`src/rtl/adcc_pkg.sv`:
```
// Shared constants, types and helpers of the converter register bank.
// Assumes a single core clock; modulator timing arrives as a tick enable.
package adcc_pkg;

    // ========================================================================
    // Register addresses
    localparam logic [4:0] ADDR_STATUS = 5'h0C;
    localparam logic [4:0] ADDR_CFG0 = 5'h0D;
    localparam logic [4:0] ADDR_CFG1 = 5'h0E;
    localparam logic [4:0] ADDR_OFF0 = 5'h0F;
    localparam logic [4:0] ADDR_GAIN0 = 5'h10;
    localparam logic [4:0] ADDR_OFF1 = 5'h11;
    localparam logic [4:0] ADDR_GAIN1 = 5'h12;
    localparam logic [4:0] ADDR_LOCK = 5'h1F;

    // ========================================================================
    // Values after reset and writable-bit masks
    localparam logic [23:0] RST_STATUS = 24'hA90000;
    localparam logic [23:0] MASK_STATUS = 24'hFFC800;
    localparam logic [23:0] RST_CFG0 = 24'h386050;
    localparam logic [23:0] MASK_CFG0 = 24'hFFE0FF;
    localparam logic [23:0] RST_CFG1 = 24'h000040;
    localparam logic [23:0] MASK_CFG1 = 24'h0303C0;
    localparam logic [23:0] RST_CAL = 24'h000000;
    localparam logic [1:0] RST_READY_N = 2'h3;
    localparam logic [7:0] LOCK_PASSWORD = 8'hA5;

    // ========================================================================
    // Field positions (lowest bit of each field)
    localparam int ST_DR_HIZ = 20;
    localparam int ST_EN_INT = 14;
    localparam int ST_EN_BITSTREAM = 11;
    localparam int C0_EN_OFF = 23;
    localparam int C0_EN_GAIN = 22;
    localparam int C0_IDLE_TONE_NOISE_STRENGTH = 20;
    localparam int C0_BIAS = 18;
    localparam int C0_PRESCALE = 16;
    localparam int C0_OSR = 13;
    localparam int C0_TRIM = 0;
    localparam int C1_SOFT_RESET = 16;
    localparam int C1_SHUTDOWN = 8;
    localparam int C1_EXT_REF = 7;
    localparam int C1_EXT_CLK = 6;
    localparam int LOCK_POS = 16;

    // ========================================================================
    // Timing in modulator clock periods
    localparam logic [4:0] GAIN_DELAY_TICKS = 5'h18;
    localparam logic [4:0] TICK_ONE = 5'h01;
    localparam logic [12:0] OSR_BASE = 13'h0020;
    localparam logic [2:0] PRESCALE_ZERO = 3'h0;

    // ========================================================================
    // Carriers
    typedef struct packed {
        logic wr;
        logic rd;
        logic [4:0] addr;
        logic [23:0] wdata;
    } adcc_reg_req_type;

    typedef struct packed {
        logic valid;
        logic signed [23:0] code;
    } adcc_code_type;

    typedef struct packed {
        logic [1:0] noise_strength;
        logic [1:0] bias_current_select;
        logic [1:0] prescale;
        logic [2:0] osr_code;
        logic [12:0] oversampling_ratio;
        logic [1:0] soft_reset;
        logic [1:0] shutdown;
        logic external_reference_select;
        logic internal_reference_enable;
        logic external_clock_select;
        logic crystal_enable;
        logic [7:0] reference_tempco_trim;
    } adcc_analog_ctrl_type;

    // ========================================================================
    // Helpers
    function automatic logic signed [23:0] adcc_sat24(input logic signed [49:0] v);
        if (v > 50'sh7FFFFF) begin
            return 24'sh7FFFFF;
        end else if (v < -50'sh800000) begin
            return 24'sh800000;
        end
        return v[23:0];
    endfunction

    function automatic logic [12:0] adcc_osr_ratio(input logic [2:0] code);
        return OSR_BASE << code;
    endfunction

endpackage

```
`src/rtl/adcc_cal.sv`:
```
// One channel of offset and gain correction on converter output codes.
// Assumes raw codes arrive as single-cycle valid words on the core clock.
`timescale 1ns/100ps
module adcc_cal (
    // Clock and control
    input wire logic i_core_clk,
    input wire logic i_rst_b,
    input wire logic i_ce,
    input wire logic i_mod_tick,
    input wire logic i_hold,
    // Correction settings
    input wire logic i_offset_correction_enable,
    input wire logic i_gain_correction_enable,
    input wire logic [23:0] i_offset_correction_value,
    input wire logic [23:0] i_gain_correction_value,
    // Data
    input wire adcc_pkg::adcc_code_type i_raw,
    output adcc_pkg::adcc_code_type o_out
);
    import adcc_pkg::*;

    logic signed [23:0] next_offset_code;
    logic signed [24:0] gain_plus_one;
    logic signed [49:0] product;
    logic signed [23:0] gain_result;
    logic pending;
    logic [4:0] tick_count;

    // ========================================================================
    // Arithmetic
    always_comb begin
        next_offset_code = i_raw.code;
        if (i_offset_correction_enable) begin
            next_offset_code = adcc_sat24(50'(i_raw.code) + 50'($signed(i_offset_correction_value)));
        end
        gain_plus_one = 25'($signed(i_gain_correction_value)) + 25'sh0800000;
        product = 50'(next_offset_code) * 50'(gain_plus_one);
    end

    // ========================================================================
    // Output and gain delay
    always_ff @(posedge i_core_clk) begin
        if (!i_rst_b) begin
            o_out <= '0;
            pending <= 1'b0;
            tick_count <= '0;
            gain_result <= '0;
        end else if (i_ce) begin
            o_out.valid <= 1'b0;
            if (i_hold) begin
                pending <= 1'b0;
            end else if (i_raw.valid && !i_gain_correction_enable) begin
                // Offset path adds no stage past the output register.
                o_out <= '{valid: 1'b1, code: next_offset_code};
            end else if (i_raw.valid) begin
                gain_result <= adcc_sat24(product >>> 23);
                pending <= 1'b1;
                tick_count <= GAIN_DELAY_TICKS;
            end else if (pending && i_mod_tick) begin
                tick_count <= tick_count - TICK_ONE;
                if (tick_count == TICK_ONE) begin
                    o_out <= '{valid: 1'b1, code: gain_result};
                    pending <= 1'b0;
                end
            end
        end
    end

endmodule // adcc_cal

```
`src/rtl/adcc_regs.sv`:
```
// Configuration, status and calibration registers of a two-channel converter.
// Assumes one register request per cycle and inputs on the core clock.
//
// Contract
// Enabled checksum error holds ready pin low.
// Password write clears checksum interrupt.
// Password unlocks all writes, clears checksum.
// Host writes zero to reserved status bits.
// Bitstream enable drives outputs, else floats.
// Per-channel ready flag, one means no data.
// Status read sets ready flags back to one.
// Reading channel data leaves ready flags alone.
// Offset correction adds no group delay.
// Gain correction delays data by 24 ticks.
// Two-bit idle_tone_noise_strength strength, default maximum.
// Two-bit bias current select, default x1.
// Prescaler divides master clock by 1/2/4/8.
// Oversampling ratio 32 to 4096, default 256.
// Per-channel soft reset while bit is one.
// Per-channel shutdown while bit is one.
// External reference select stops internal reference.
// External clock select disables crystal oscillator.
// Eight-bit reference tempco trim in low byte.
// Offset value added to channel code.
// Gain multiplies by one plus value.
// Disabled correction ignores but keeps values.
`timescale 1ns/100ps
module adcc_regs #(
    parameter int CHANNELS = 2
) (
    // Clock, reset and enable
    input wire logic i_core_clk,
    input wire logic i_rst_b,
    input wire logic i_ce,
    // Register access port
    input wire adcc_pkg::adcc_reg_req_type i_req,
    output logic [23:0] o_rdata,
    output logic o_rvalid,
    // Checksum engine
    input wire logic i_map_checksum_error,
    input wire logic [15:0] i_map_checksum_value,
    output logic o_checksum_run,
    // Converter side
    input wire logic i_mod_tick,
    input wire adcc_pkg::adcc_code_type i_raw_ch0,
    input wire adcc_pkg::adcc_code_type i_raw_ch1,
    input wire logic [1:0] i_mod_bits,
    // Corrected data
    output adcc_pkg::adcc_code_type o_data_ch0,
    output adcc_pkg::adcc_code_type o_data_ch1,
    // Pins
    output logic o_data_ready_pin,
    output logic o_data_ready_pin_oe,
    output logic [1:0] o_bitstream_outputs,
    output logic [1:0] o_bitstream_outputs_oe,
    // Analog controls
    output adcc_pkg::adcc_analog_ctrl_type o_analog,
    output logic o_analog_master_clock_tick,
    output logic [15:0] o_comm_settings
);
    import adcc_pkg::*;

    logic [23:0] status_cfg;
    logic [23:0] config_zero;
    logic [23:0] config_one;
    logic [23:0] offset_value [CHANNELS];
    logic [23:0] gain_value [CHANNELS];
    logic [7:0] lock_code;
    logic checksum_irq;
    logic [1:0] ready_n;
    logic ready_pulse;
    logic [2:0] prescale_count;
    logic [2:0] prescale_limit;
    logic unlocked;
    logic write_ok;
    logic [1:0] channel_hold;
    adcc_code_type cal_out [CHANNELS];
    adcc_code_type raw_in [CHANNELS];

    // ========================================================================
    // Lock state and write qualification
    assign unlocked = (lock_code == LOCK_PASSWORD);
    assign write_ok = i_req.wr && (unlocked || (i_req.addr == ADDR_LOCK));
    assign o_checksum_run = !unlocked;
    assign raw_in[0] = i_raw_ch0;
    assign raw_in[1] = i_raw_ch1;

    // ========================================================================
    // Configuration registers
    always_ff @(posedge i_core_clk) begin
        if (!i_rst_b) begin
            status_cfg <= RST_STATUS;
            config_zero <= RST_CFG0;
            config_one <= RST_CFG1;
            lock_code <= LOCK_PASSWORD;
        end else if (i_ce && write_ok) begin
            case (i_req.addr)
                ADDR_STATUS: begin
                    // Reserved bits 13:12 are not stored and read as zero.
                    status_cfg <= i_req.wdata & MASK_STATUS;
                end
                ADDR_CFG0: begin
                    config_zero <= i_req.wdata & MASK_CFG0;
                end
                ADDR_CFG1: begin
                    config_one <= i_req.wdata & MASK_CFG1;
                end
                ADDR_LOCK: begin
                    lock_code <= i_req.wdata[LOCK_POS +: 8];
                end
                default: begin
                end
            endcase
        end
    end

    // ========================================================================
    // Calibration values, kept across enable changes
    always_ff @(posedge i_core_clk) begin
        if (!i_rst_b) begin
            for (int n = 0; n < CHANNELS; n++) begin
                offset_value[n] <= RST_CAL;
                gain_value[n] <= RST_CAL;
            end
        end else if (i_ce && write_ok) begin
            case (i_req.addr)
                ADDR_OFF0: begin
                    offset_value[0] <= i_req.wdata;
                end
                ADDR_GAIN0: begin
                    gain_value[0] <= i_req.wdata;
                end
                ADDR_OFF1: begin
                    offset_value[1] <= i_req.wdata;
                end
                ADDR_GAIN1: begin
                    gain_value[1] <= i_req.wdata;
                end
                default: begin
                end
            endcase
        end
    end

    // ========================================================================
    // Checksum interrupt flag
    always_ff @(posedge i_core_clk) begin
        if (!i_rst_b) begin
            checksum_irq <= 1'b0;
        end else if (i_ce) begin
            if (unlocked) begin
                // Unlocked stops the checksum, so the clear wins.
                checksum_irq <= 1'b0;
            end else if (status_cfg[ST_EN_INT] && i_map_checksum_error) begin
                checksum_irq <= 1'b1;
            end
        end
    end

    // ========================================================================
    // Per-channel ready flags
    always_ff @(posedge i_core_clk) begin
        if (!i_rst_b) begin
            ready_n <= RST_READY_N;
        end else if (i_ce) begin
            for (int n = 0; n < CHANNELS; n++) begin
                if (cal_out[n].valid) begin
                    // New data wins over a status read in the same cycle.
                    ready_n[n] <= 1'b0;
                end else if (i_req.rd && i_req.addr == ADDR_STATUS) begin
                    ready_n[n] <= 1'b1;
                end
            end
        end
    end

    // ========================================================================
    // Read port
    always_ff @(posedge i_core_clk) begin
        if (!i_rst_b) begin
            o_rdata <= '0;
            o_rvalid <= 1'b0;
        end else if (i_ce) begin
            o_rvalid <= i_req.rd;
            o_rdata <= '0;
            if (i_req.rd) begin
                case (i_req.addr)
                    ADDR_STATUS: begin
                        o_rdata <= status_cfg | {22'h000000, ready_n};
                    end
                    ADDR_LOCK: begin
                        o_rdata <= {lock_code, unlocked ? 16'h0000 : i_map_checksum_value};
                    end
                    // Other registers read as zero while locked.
                    ADDR_CFG0: begin
                        o_rdata <= unlocked ? config_zero : '0;
                    end
                    ADDR_CFG1: begin
                        o_rdata <= unlocked ? config_one : '0;
                    end
                    ADDR_OFF0: begin
                        o_rdata <= unlocked ? offset_value[0] : '0;
                    end
                    ADDR_GAIN0: begin
                        o_rdata <= unlocked ? gain_value[0] : '0;
                    end
                    ADDR_OFF1: begin
                        o_rdata <= unlocked ? offset_value[1] : '0;
                    end
                    ADDR_GAIN1: begin
                        o_rdata <= unlocked ? gain_value[1] : '0;
                    end
                    default: begin
                    end
                endcase
            end
        end
    end

    // ========================================================================
    // Correction datapaths
    assign channel_hold = config_one[C1_SOFT_RESET +: 2] | config_one[C1_SHUTDOWN +: 2];

    for (genvar n = 0; n < CHANNELS; n++) begin : g_cal
        adcc_cal u_cal (
            .i_core_clk(i_core_clk),
            .i_rst_b(i_rst_b),
            .i_ce(i_ce),
            .i_mod_tick(i_mod_tick),
            .i_hold(channel_hold[n]),
            .i_offset_correction_enable(config_zero[C0_EN_OFF]),
            .i_gain_correction_enable(config_zero[C0_EN_GAIN]),
            .i_offset_correction_value(offset_value[n]),
            .i_gain_correction_value(gain_value[n]),
            .i_raw(raw_in[n]),
            .o_out(cal_out[n])
        );
    end

    // Data reads never touch the ready flags.
    assign o_data_ch0 = cal_out[0];
    assign o_data_ch1 = cal_out[1];

    // ========================================================================
    // Data-ready pin and bitstream outputs
    always_ff @(posedge i_core_clk) begin
        if (!i_rst_b) begin
            ready_pulse <= 1'b0;
            o_bitstream_outputs <= 2'h0;
        end else if (i_ce) begin
            ready_pulse <= cal_out[0].valid | cal_out[1].valid;
            o_bitstream_outputs <= i_mod_bits;
        end
    end

    assign o_data_ready_pin = !(checksum_irq || ready_pulse);
    assign o_data_ready_pin_oe = !o_data_ready_pin || status_cfg[ST_DR_HIZ];
    assign o_bitstream_outputs_oe = {2{status_cfg[ST_EN_BITSTREAM]}};
    assign o_comm_settings = status_cfg[23:8];

    // ========================================================================
    // Analog master clock prescaler
    assign prescale_limit = 3'((4'h1 << config_zero[C0_PRESCALE +: 2]) - 4'h1);

    always_ff @(posedge i_core_clk) begin
        if (!i_rst_b) begin
            prescale_count <= PRESCALE_ZERO;
            o_analog_master_clock_tick <= 1'b0;
        end else if (i_ce) begin
            o_analog_master_clock_tick <= (prescale_count >= prescale_limit);
            if (prescale_count >= prescale_limit) begin
                prescale_count <= PRESCALE_ZERO;
            end else begin
                prescale_count <= prescale_count + 3'h1;
            end
        end
    end

    // ========================================================================
    // Analog control decode
    always_comb begin
        o_analog.noise_strength = config_zero[C0_IDLE_TONE_NOISE_STRENGTH +: 2];
        o_analog.bias_current_select = config_zero[C0_BIAS +: 2];
        o_analog.prescale = config_zero[C0_PRESCALE +: 2];
        o_analog.osr_code = config_zero[C0_OSR +: 3];
        o_analog.oversampling_ratio = adcc_osr_ratio(config_zero[C0_OSR +: 3]);
        o_analog.soft_reset = config_one[C1_SOFT_RESET +: 2];
        o_analog.shutdown = config_one[C1_SHUTDOWN +: 2];
        o_analog.external_reference_select = config_one[C1_EXT_REF];
        o_analog.internal_reference_enable = !config_one[C1_EXT_REF];
        o_analog.external_clock_select = config_one[C1_EXT_CLK];
        o_analog.crystal_enable = !config_one[C1_EXT_CLK];
        o_analog.reference_tempco_trim = config_zero[C0_TRIM +: 8];
    end

endmodule // adcc_regs

```
`config.mk`:
```
export PLATFORM = sky130hd
export DESIGN_NAME = adcc_regs
export DESIGN_NICKNAME = d
export VERILOG_FILES = /design/src/rtl/adcc_pkg.sv /design/src/rtl/adcc_cal.sv /design/src/rtl/adcc_regs.sv
export SDC_FILE = /design/constraint.sdc
export NUM_CORES = 2
export LEC_CHECK = 0
export ABC_AREA = 0
export BUFFER_PORTS_ARGS = -buffer_cell sky130_fd_sc_hd__buf_2
export CAP_MARGIN = 20
export CORE_UTILIZATION = 33
export CTS_BUF_LIST = sky130_fd_sc_hd__clkbuf_2 sky130_fd_sc_hd__clkbuf_4 sky130_fd_sc_hd__clkbuf_8
export DETAILED_ROUTE_END_ITERATION = 16
export PLACE_DENSITY = 0.51
export SYNTH_ARGS = -nofsm -noshare
export SYNTH_HDL_FRONTEND = slang
export SYNTH_SLANG_ARGS = --single-unit
```
`constraint.sdc`:
```
create_clock -name i_core_clk -period 20.5 [get_ports i_core_clk]
set_clock_uncertainty 0.05 [all_clocks]
set_input_delay 2.05 -clock i_core_clk [delete_from_list [all_inputs] [get_ports i_core_clk]]
set_output_delay 2.05 -clock i_core_clk [all_outputs]
set_load 0.05 [all_outputs]
```
Yosys cells after proc, flatten, opt, wreduce, memory -nomap -nowiden
Memories as Yosys holds them, arrays and structs flattened. Index checks and enable logic that the tools add are counted. Widths: inputs -> output; s select.

Flip-flop bits (word level): 189. Memory bits (writable): 96. Output and inout port bits: 137. Logic and storage cells: 210. Memories: 2.

Memory list: gain_value (words 2, bits a word 24, read ports 2, clocked after memory_dff 0, write ports 2, line adcc_regs.sv:67) `logic [23:0] gain_value [CHANNELS];`; offset_value (words 2, bits a word 24, read ports 2, clocked after memory_dff 0, write ports 2, line adcc_regs.sv:66) `logic [23:0] offset_value [CHANNELS];`.

Add/sub/neg operators: 8. Multipliers: 2. Order comparisons: 9. Equal/unequal tests: 15. Shift operators: 2. Multiplexer cells: 94. Bitwise operators: 11. Reductions and logical operators: 44.

Operators with widths (number): $mux 24 (24); $mux 25 (10); $pmux 24 s8 (1); $gt 50x24->1 const B (2); $lt 50x24->1 const B (2); $mul 24x25->49 (2); $gt 26x24->1 const B (2); $lt 26x24->1 const B (2); $mux 1 (52); $add 24x24->25 (2); $add 24x25->25 const B (2); $or 24x2->24 (1); $reduce_and 4->1 (6); $eq 5x4->1 const B (4); $eq 5x5->1 const B (4); $mux 5 (4); $mux 18 (1); $reduce_bool 2->1 (9); $mux 16 (1); $reduce_and 2->1 (7); $shl 6x3->13 const A (1); $reduce_bool 3->1 (4); $eq 5x1->1 const B (2); $reduce_and 5->1 (2); 15 further kinds (38).

Logic depth before layout (Yosys ltp)
An unclocked memory read counts as a cell.

Depth in word-level cells: 18. Mapped depth: 44. Depth with buffers taken out: 41.

Modules after synthesis
From an unflattened synthesis, not the netlist that was laid out.

Cell total of the unflattened synthesis: 6268. Area, all modules: 54594.9 um2.

Modules (own cells, without submodules): adcc_cal (g_cal[0].u_cal) (instances 1, cells an instance 2772, area each 23453.7 um2, seq. area each 1101.1 um2); adcc_cal (g_cal[1].u_cal) (instances 1, cells an instance 2793, area each 23341.1 um2, seq. area each 1101.1 um2); adcc_regs (instances 1, cells an instance 703, area each 7800.0 um2, seq. area each 4464.3 um2).

Worst setup path before layout
No wires, ideal clock.

Path type: input port to flip-flop. From: in i_raw_ch0[8] (netlist name). To: reg g_cal[0].u_cal.gain_result[0]. Setup time: 0.119 ns. Arrival: 11.512 ns. Data required time: 20.331 ns. Setup slack: 8.819 ns. Stages: 38. Buffers on the path: 5. Cells stage by stage: ha_1 > a211oi_1 > nor2_1 > a211o_1 > o211a_1 > nand4_1 > and3_1 > clkbuf_1 > clkbuf_1 > nand2_1 > a311oi_1 > clkbuf_1 > nand2_1 > fa_1 > inv_1 > fa_1 > fa_1 > fa_1 > [... 2 more ...] > inv_1 > fa_1 > inv_1 > ha_1 > clkbuf_1 > a21o_1 > a21o_1 > a21oi_1 > o21ai_0 > o211ai_1 > a211oi_1 > nor2_1 > mux2i_1 > nand2_1 > a311oi_4 > o21ai_2 > buf_2 > o221a_1.

Word-level cells in the longest chain between the ends: 17. Elaborated cells on any way between the ends: 21.

RTL lines: from (decl) (line adcc_regs.sv:45) `input wire adcc_pkg::adcc_code_type i_raw_ch0,`; $add 24x24->25 (line adcc_cal.sv:34) `next_offset_code = adcc_sat24(50'(i_raw.code) + 50'($signed(i_offset_correction_value)));`; $lt 50x24->1 (line adcc_pkg.sv:87) `end else if (v < -50'sh800000) begin`; $mux 1 (line adcc_pkg.sv:87); $mux 1 (line adcc_pkg.sv:85) `if (v > 50'sh7FFFFF) begin`; $mux 1 (line adcc_cal.sv:33) `if (i_offset_correction_enable) begin`; $mux 24 (line adcc_pkg.sv:90) `return v[23:0];`; $mux 24 * (line adcc_cal.sv:33); $mul 24x25->49 * (line adcc_cal.sv:37) `product = 50'(next_offset_code) * 50'(gain_plus_one);`; $lt 26x24->1 (line adcc_pkg.sv:87); $mux 1 (line adcc_pkg.sv:87); $mux 1 (line adcc_pkg.sv:85); $mux 1 (line adcc_cal.sv:55) `end else if (i_raw.valid) begin`; $mux 1 (line adcc_cal.sv:52) `end else if (i_raw.valid && !i_gain_correction_enable) begin`; $mux 1 (line adcc_cal.sv:50) `if (i_hold) begin`; $mux 1 (line adcc_cal.sv:48) `end else if (i_ce) begin`; $mux 1 (line adcc_cal.sv:43) `if (!i_rst_b) begin`; $mux 24 * (line adcc_pkg.sv:90); to (signal assigned) (line adcc_cal.sv:56) `gain_result <= adcc_sat24(product >>> 23);`; to (decl) (line adcc_cal.sv:25) `logic signed [23:0] gain_result;`.

Mark *: on every way between the ends. The rest lies on a longest branch, timed or not. The select of a mux whose other input is x is not followed. A chain may end at the register's enable or synchronous reset.

Final worst setup path
From: in i_raw_ch0[8] (netlist name). To: reg g_cal[0].u_cal.gain_result[12].

Same word-level chain as after synthesis.

==> out/results.ini <==
[timing]
hold_viol = 0
layout_setup_ws_ns = 7.55
rsz0062_at_grt = false
holdWs_ns = 0.422
tightest_slew_ns = 1.09
setup_viol_count_final = 0
timing.final.crit_share_pct = 63.1
max_slew_margin_pct = 27.2
finalSetupTns_ns = 0
max_freq_mhz = 77.2
fin_crit_ns = 12.95
slew_violations = 0

[clock_tree]
cts_sinks = 285
cts_tree = done
cts.clk_slew.worst_paths_ns = 0.07
htree_levels = 2
cts_setup_buffers = 0
cts_resized = 0
clock_path_buffers = 3
cts_root_buf = clkbuf_8
cts_buffers = 47
cts-hold-fix-buffers = 0
clkLatencyLatePin_ns = 0.67

[worst_setup_path]
cpPeakStageDelay_ns = 0.79
critPathLaunchType = input pin
path_class = input pin to flip-flop
crit_path_frequent_cell = fa_1
end_kind = flip-flop
critical-path-slowest-cell = o21ai_2
critPathRequiredTime_ns = 21.05
path_max_fanout = 25
worst_ep_arrival_time_ns = 13.50

[routing]
drtAntennaViolNets = 0
drc = 0
via_per_inst = 5.09
num_vias = 43100
wl_per_cell_um = 21.0
first_iter_violations = 2766
wl_um = 178000
drtPass1Iterations = 6

[synthesis]
synth_area_leader_cell = fa_1
synth_mux_area_share_pct = 1.34
synth.distinct_cells = 85
netlist_area_um2 = 54100
synth_compound_area_share_pct = 10.7
synth_xor_area_share_pct = 1.57
synth_top_family_by_area = adder cells
yosysMostFrequentCell = inv_1
yosys_warnings = 0
syn_inst = 6210
yosys.area_share.adder_pct = 46.5
synth_edf_count = 96
synthFlopType = dfxtp_1
async_flop_share_pct = 0
synth_top_area_share_pct = 35.7
syn_area_per_cell_um2 = 8.71
ys_ff_latch = 285
synth_common_cells = inv_1, nand2_1, fa_1
synth-seq-area-share_pct = 12.3
synth-simple-area-share_pct = 16.4
synthTopCellsByArea = fa_1, ha_1, inv_1

[finish]
syn_to_final_growth_pct = 8.54
fin_util_pct = 36.1
final_layout_size_suffix_gt1_share_pct = 8.61
num-nets-final = 7773
nFillCells = 16900

[placed_design]
portBuffers = 230
dp_worst_setup_slack_ns = 6.77
place_congestion = 0.902
dp_hpwl_um = 138000

[power_and_ir_drop]
p_per_area_nw_per_um2 = 166
peakVddDrop_uv = 276
power.total_mw = 9.75
power_leakage_nw = 29.0

[die]
ios = 241
core_area_um2 = 163000
dieHeight_um = 407
die_x_um = 407
fp.dieArea_um2 = 165000
start_util_pct = 33.2
rows = 148

[worst_hold_path]
hp-class = flip-flop to flip-flop

[global_routing]
track_usage_pct = 21.8
globalRoute.totalOverflow = 0
grt_antenna_before_repair = 30
first_global_vias = 45300
grt_start_max_net_pins = 53
grt_pass1_wl_um = 275000

[outcome]
outcome = finished, final reports clean

[run]
maxCapViolations = 0

[layer usage]
layer | vias up | GRT usage (%) | share of wire, %
met5 | - | 0 | 0.12
met4 | 34 | 6.39 | 3.0
met3 | 268 | 3.01 | 5.9
met2 | 1332 | 36.3 | 47
met1 | 22100 | 29.4 | 44
li1 | 19400 | - | -
[worst max-delay path: cells and delay by family]
kind | cells | cell delay, ns
adder cells (fa/ha/maj) | 9 | 4.44
buffers and inverters | 7 | 0.86
AND/OR/NAND/NOR | 6 | 1.61
AO/OA/AOI/OAI | 15 | 4.48
[placed cells by master (no fill, tap or decap), types with 109 or more instances in the layout]
cell type	Yosys	final
nand2_1	991	991
ha_1	452	452
a21oi_1	245	243
fa_1	964	964
o21ai_0	110	109
buf_2	5	229
nor2_1	214	212
inv_1	1236	1236
dfxtp_1	189	188
and2_1	326	326
[report_power, final]
part           switching [mW]  internal [mW]
combinational            5.38           3.21
sequential             0.0147          0.598
clock                   0.267          0.270
total                    5.67           4.08
[final timing paths]
path / endpoint / start / cells after the start / slack (ns)
worst max-delay path: g_cal[0].u_cal.gain_result[12] / i_raw_ch0[8] / 37 / 7.55
worst max register to register: g_cal[0].u_cal.gain_result[12] / offset_value[0][1] / 36 / 8.47
worst min register to register: o_analog_master_clock_tick / o_analog_master_clock_tick / 2 / 0.42
worst min-delay path: o_analog_master_clock_tick / o_analog_master_clock_tick / 2 / 0.42
[cell type report]
cell class / count / area, um2 / area share (%)
multi-input combinational: 4345 / 41700 / 71.0
sequential: 285 / 6670 / 11.4
inverter: 1240 / 4650 / 7.93
tap: 2175 / 2720 / 4.64
timing repair buffer: 334 / 2020 / 3.44
clock buffer: 70 / 857 / 1.46
clock inverter: 18 / 98.8 / 0.168
antenna: 3 / 7.51 / 0.0128
[registers in the layout, indices dropped and copies added (netlist names), 3 cells and up]
| signal | cells |
|---|---|
| o_rdata | 24 |
| g_cal.u_cal.gain_result | 48 |
| config_zero | 19 |
| prescale_count | 3 |
| config_one | 6 |
| gain_value | 48 |
| lock_code | 8 |
| g_cal.u_cal.tick_count | 10 |
| status_cfg | 11 |
| g_cal.u_cal.o_out | 50 |
| offset_value | 48 |
[logic make-up (layout without fill, tap and decap cells)]
logic type,Yosys count,after routing
muxes,69,69
and+or+nand+nor,1901,1901
DFF,285,285
xor gates and xnor gates,97,97
other,1,13
AOI/OAI and AO/OA,832,832
adders and majority gates,1436,1436
buffers and inverters,1589,1662
[stage by stage]
stage / area, um2 / instances
4_1_cts: 58600 / 8464
2_1_floorplan: 54100 / 6219
3_5_place_dp: 57700 / 8376
6_report: 58700 / 8470
5_1_grt: 58700 / 8470
3_3_place_gp: 57600 / 8372
(Power assumes the default switching activity.)
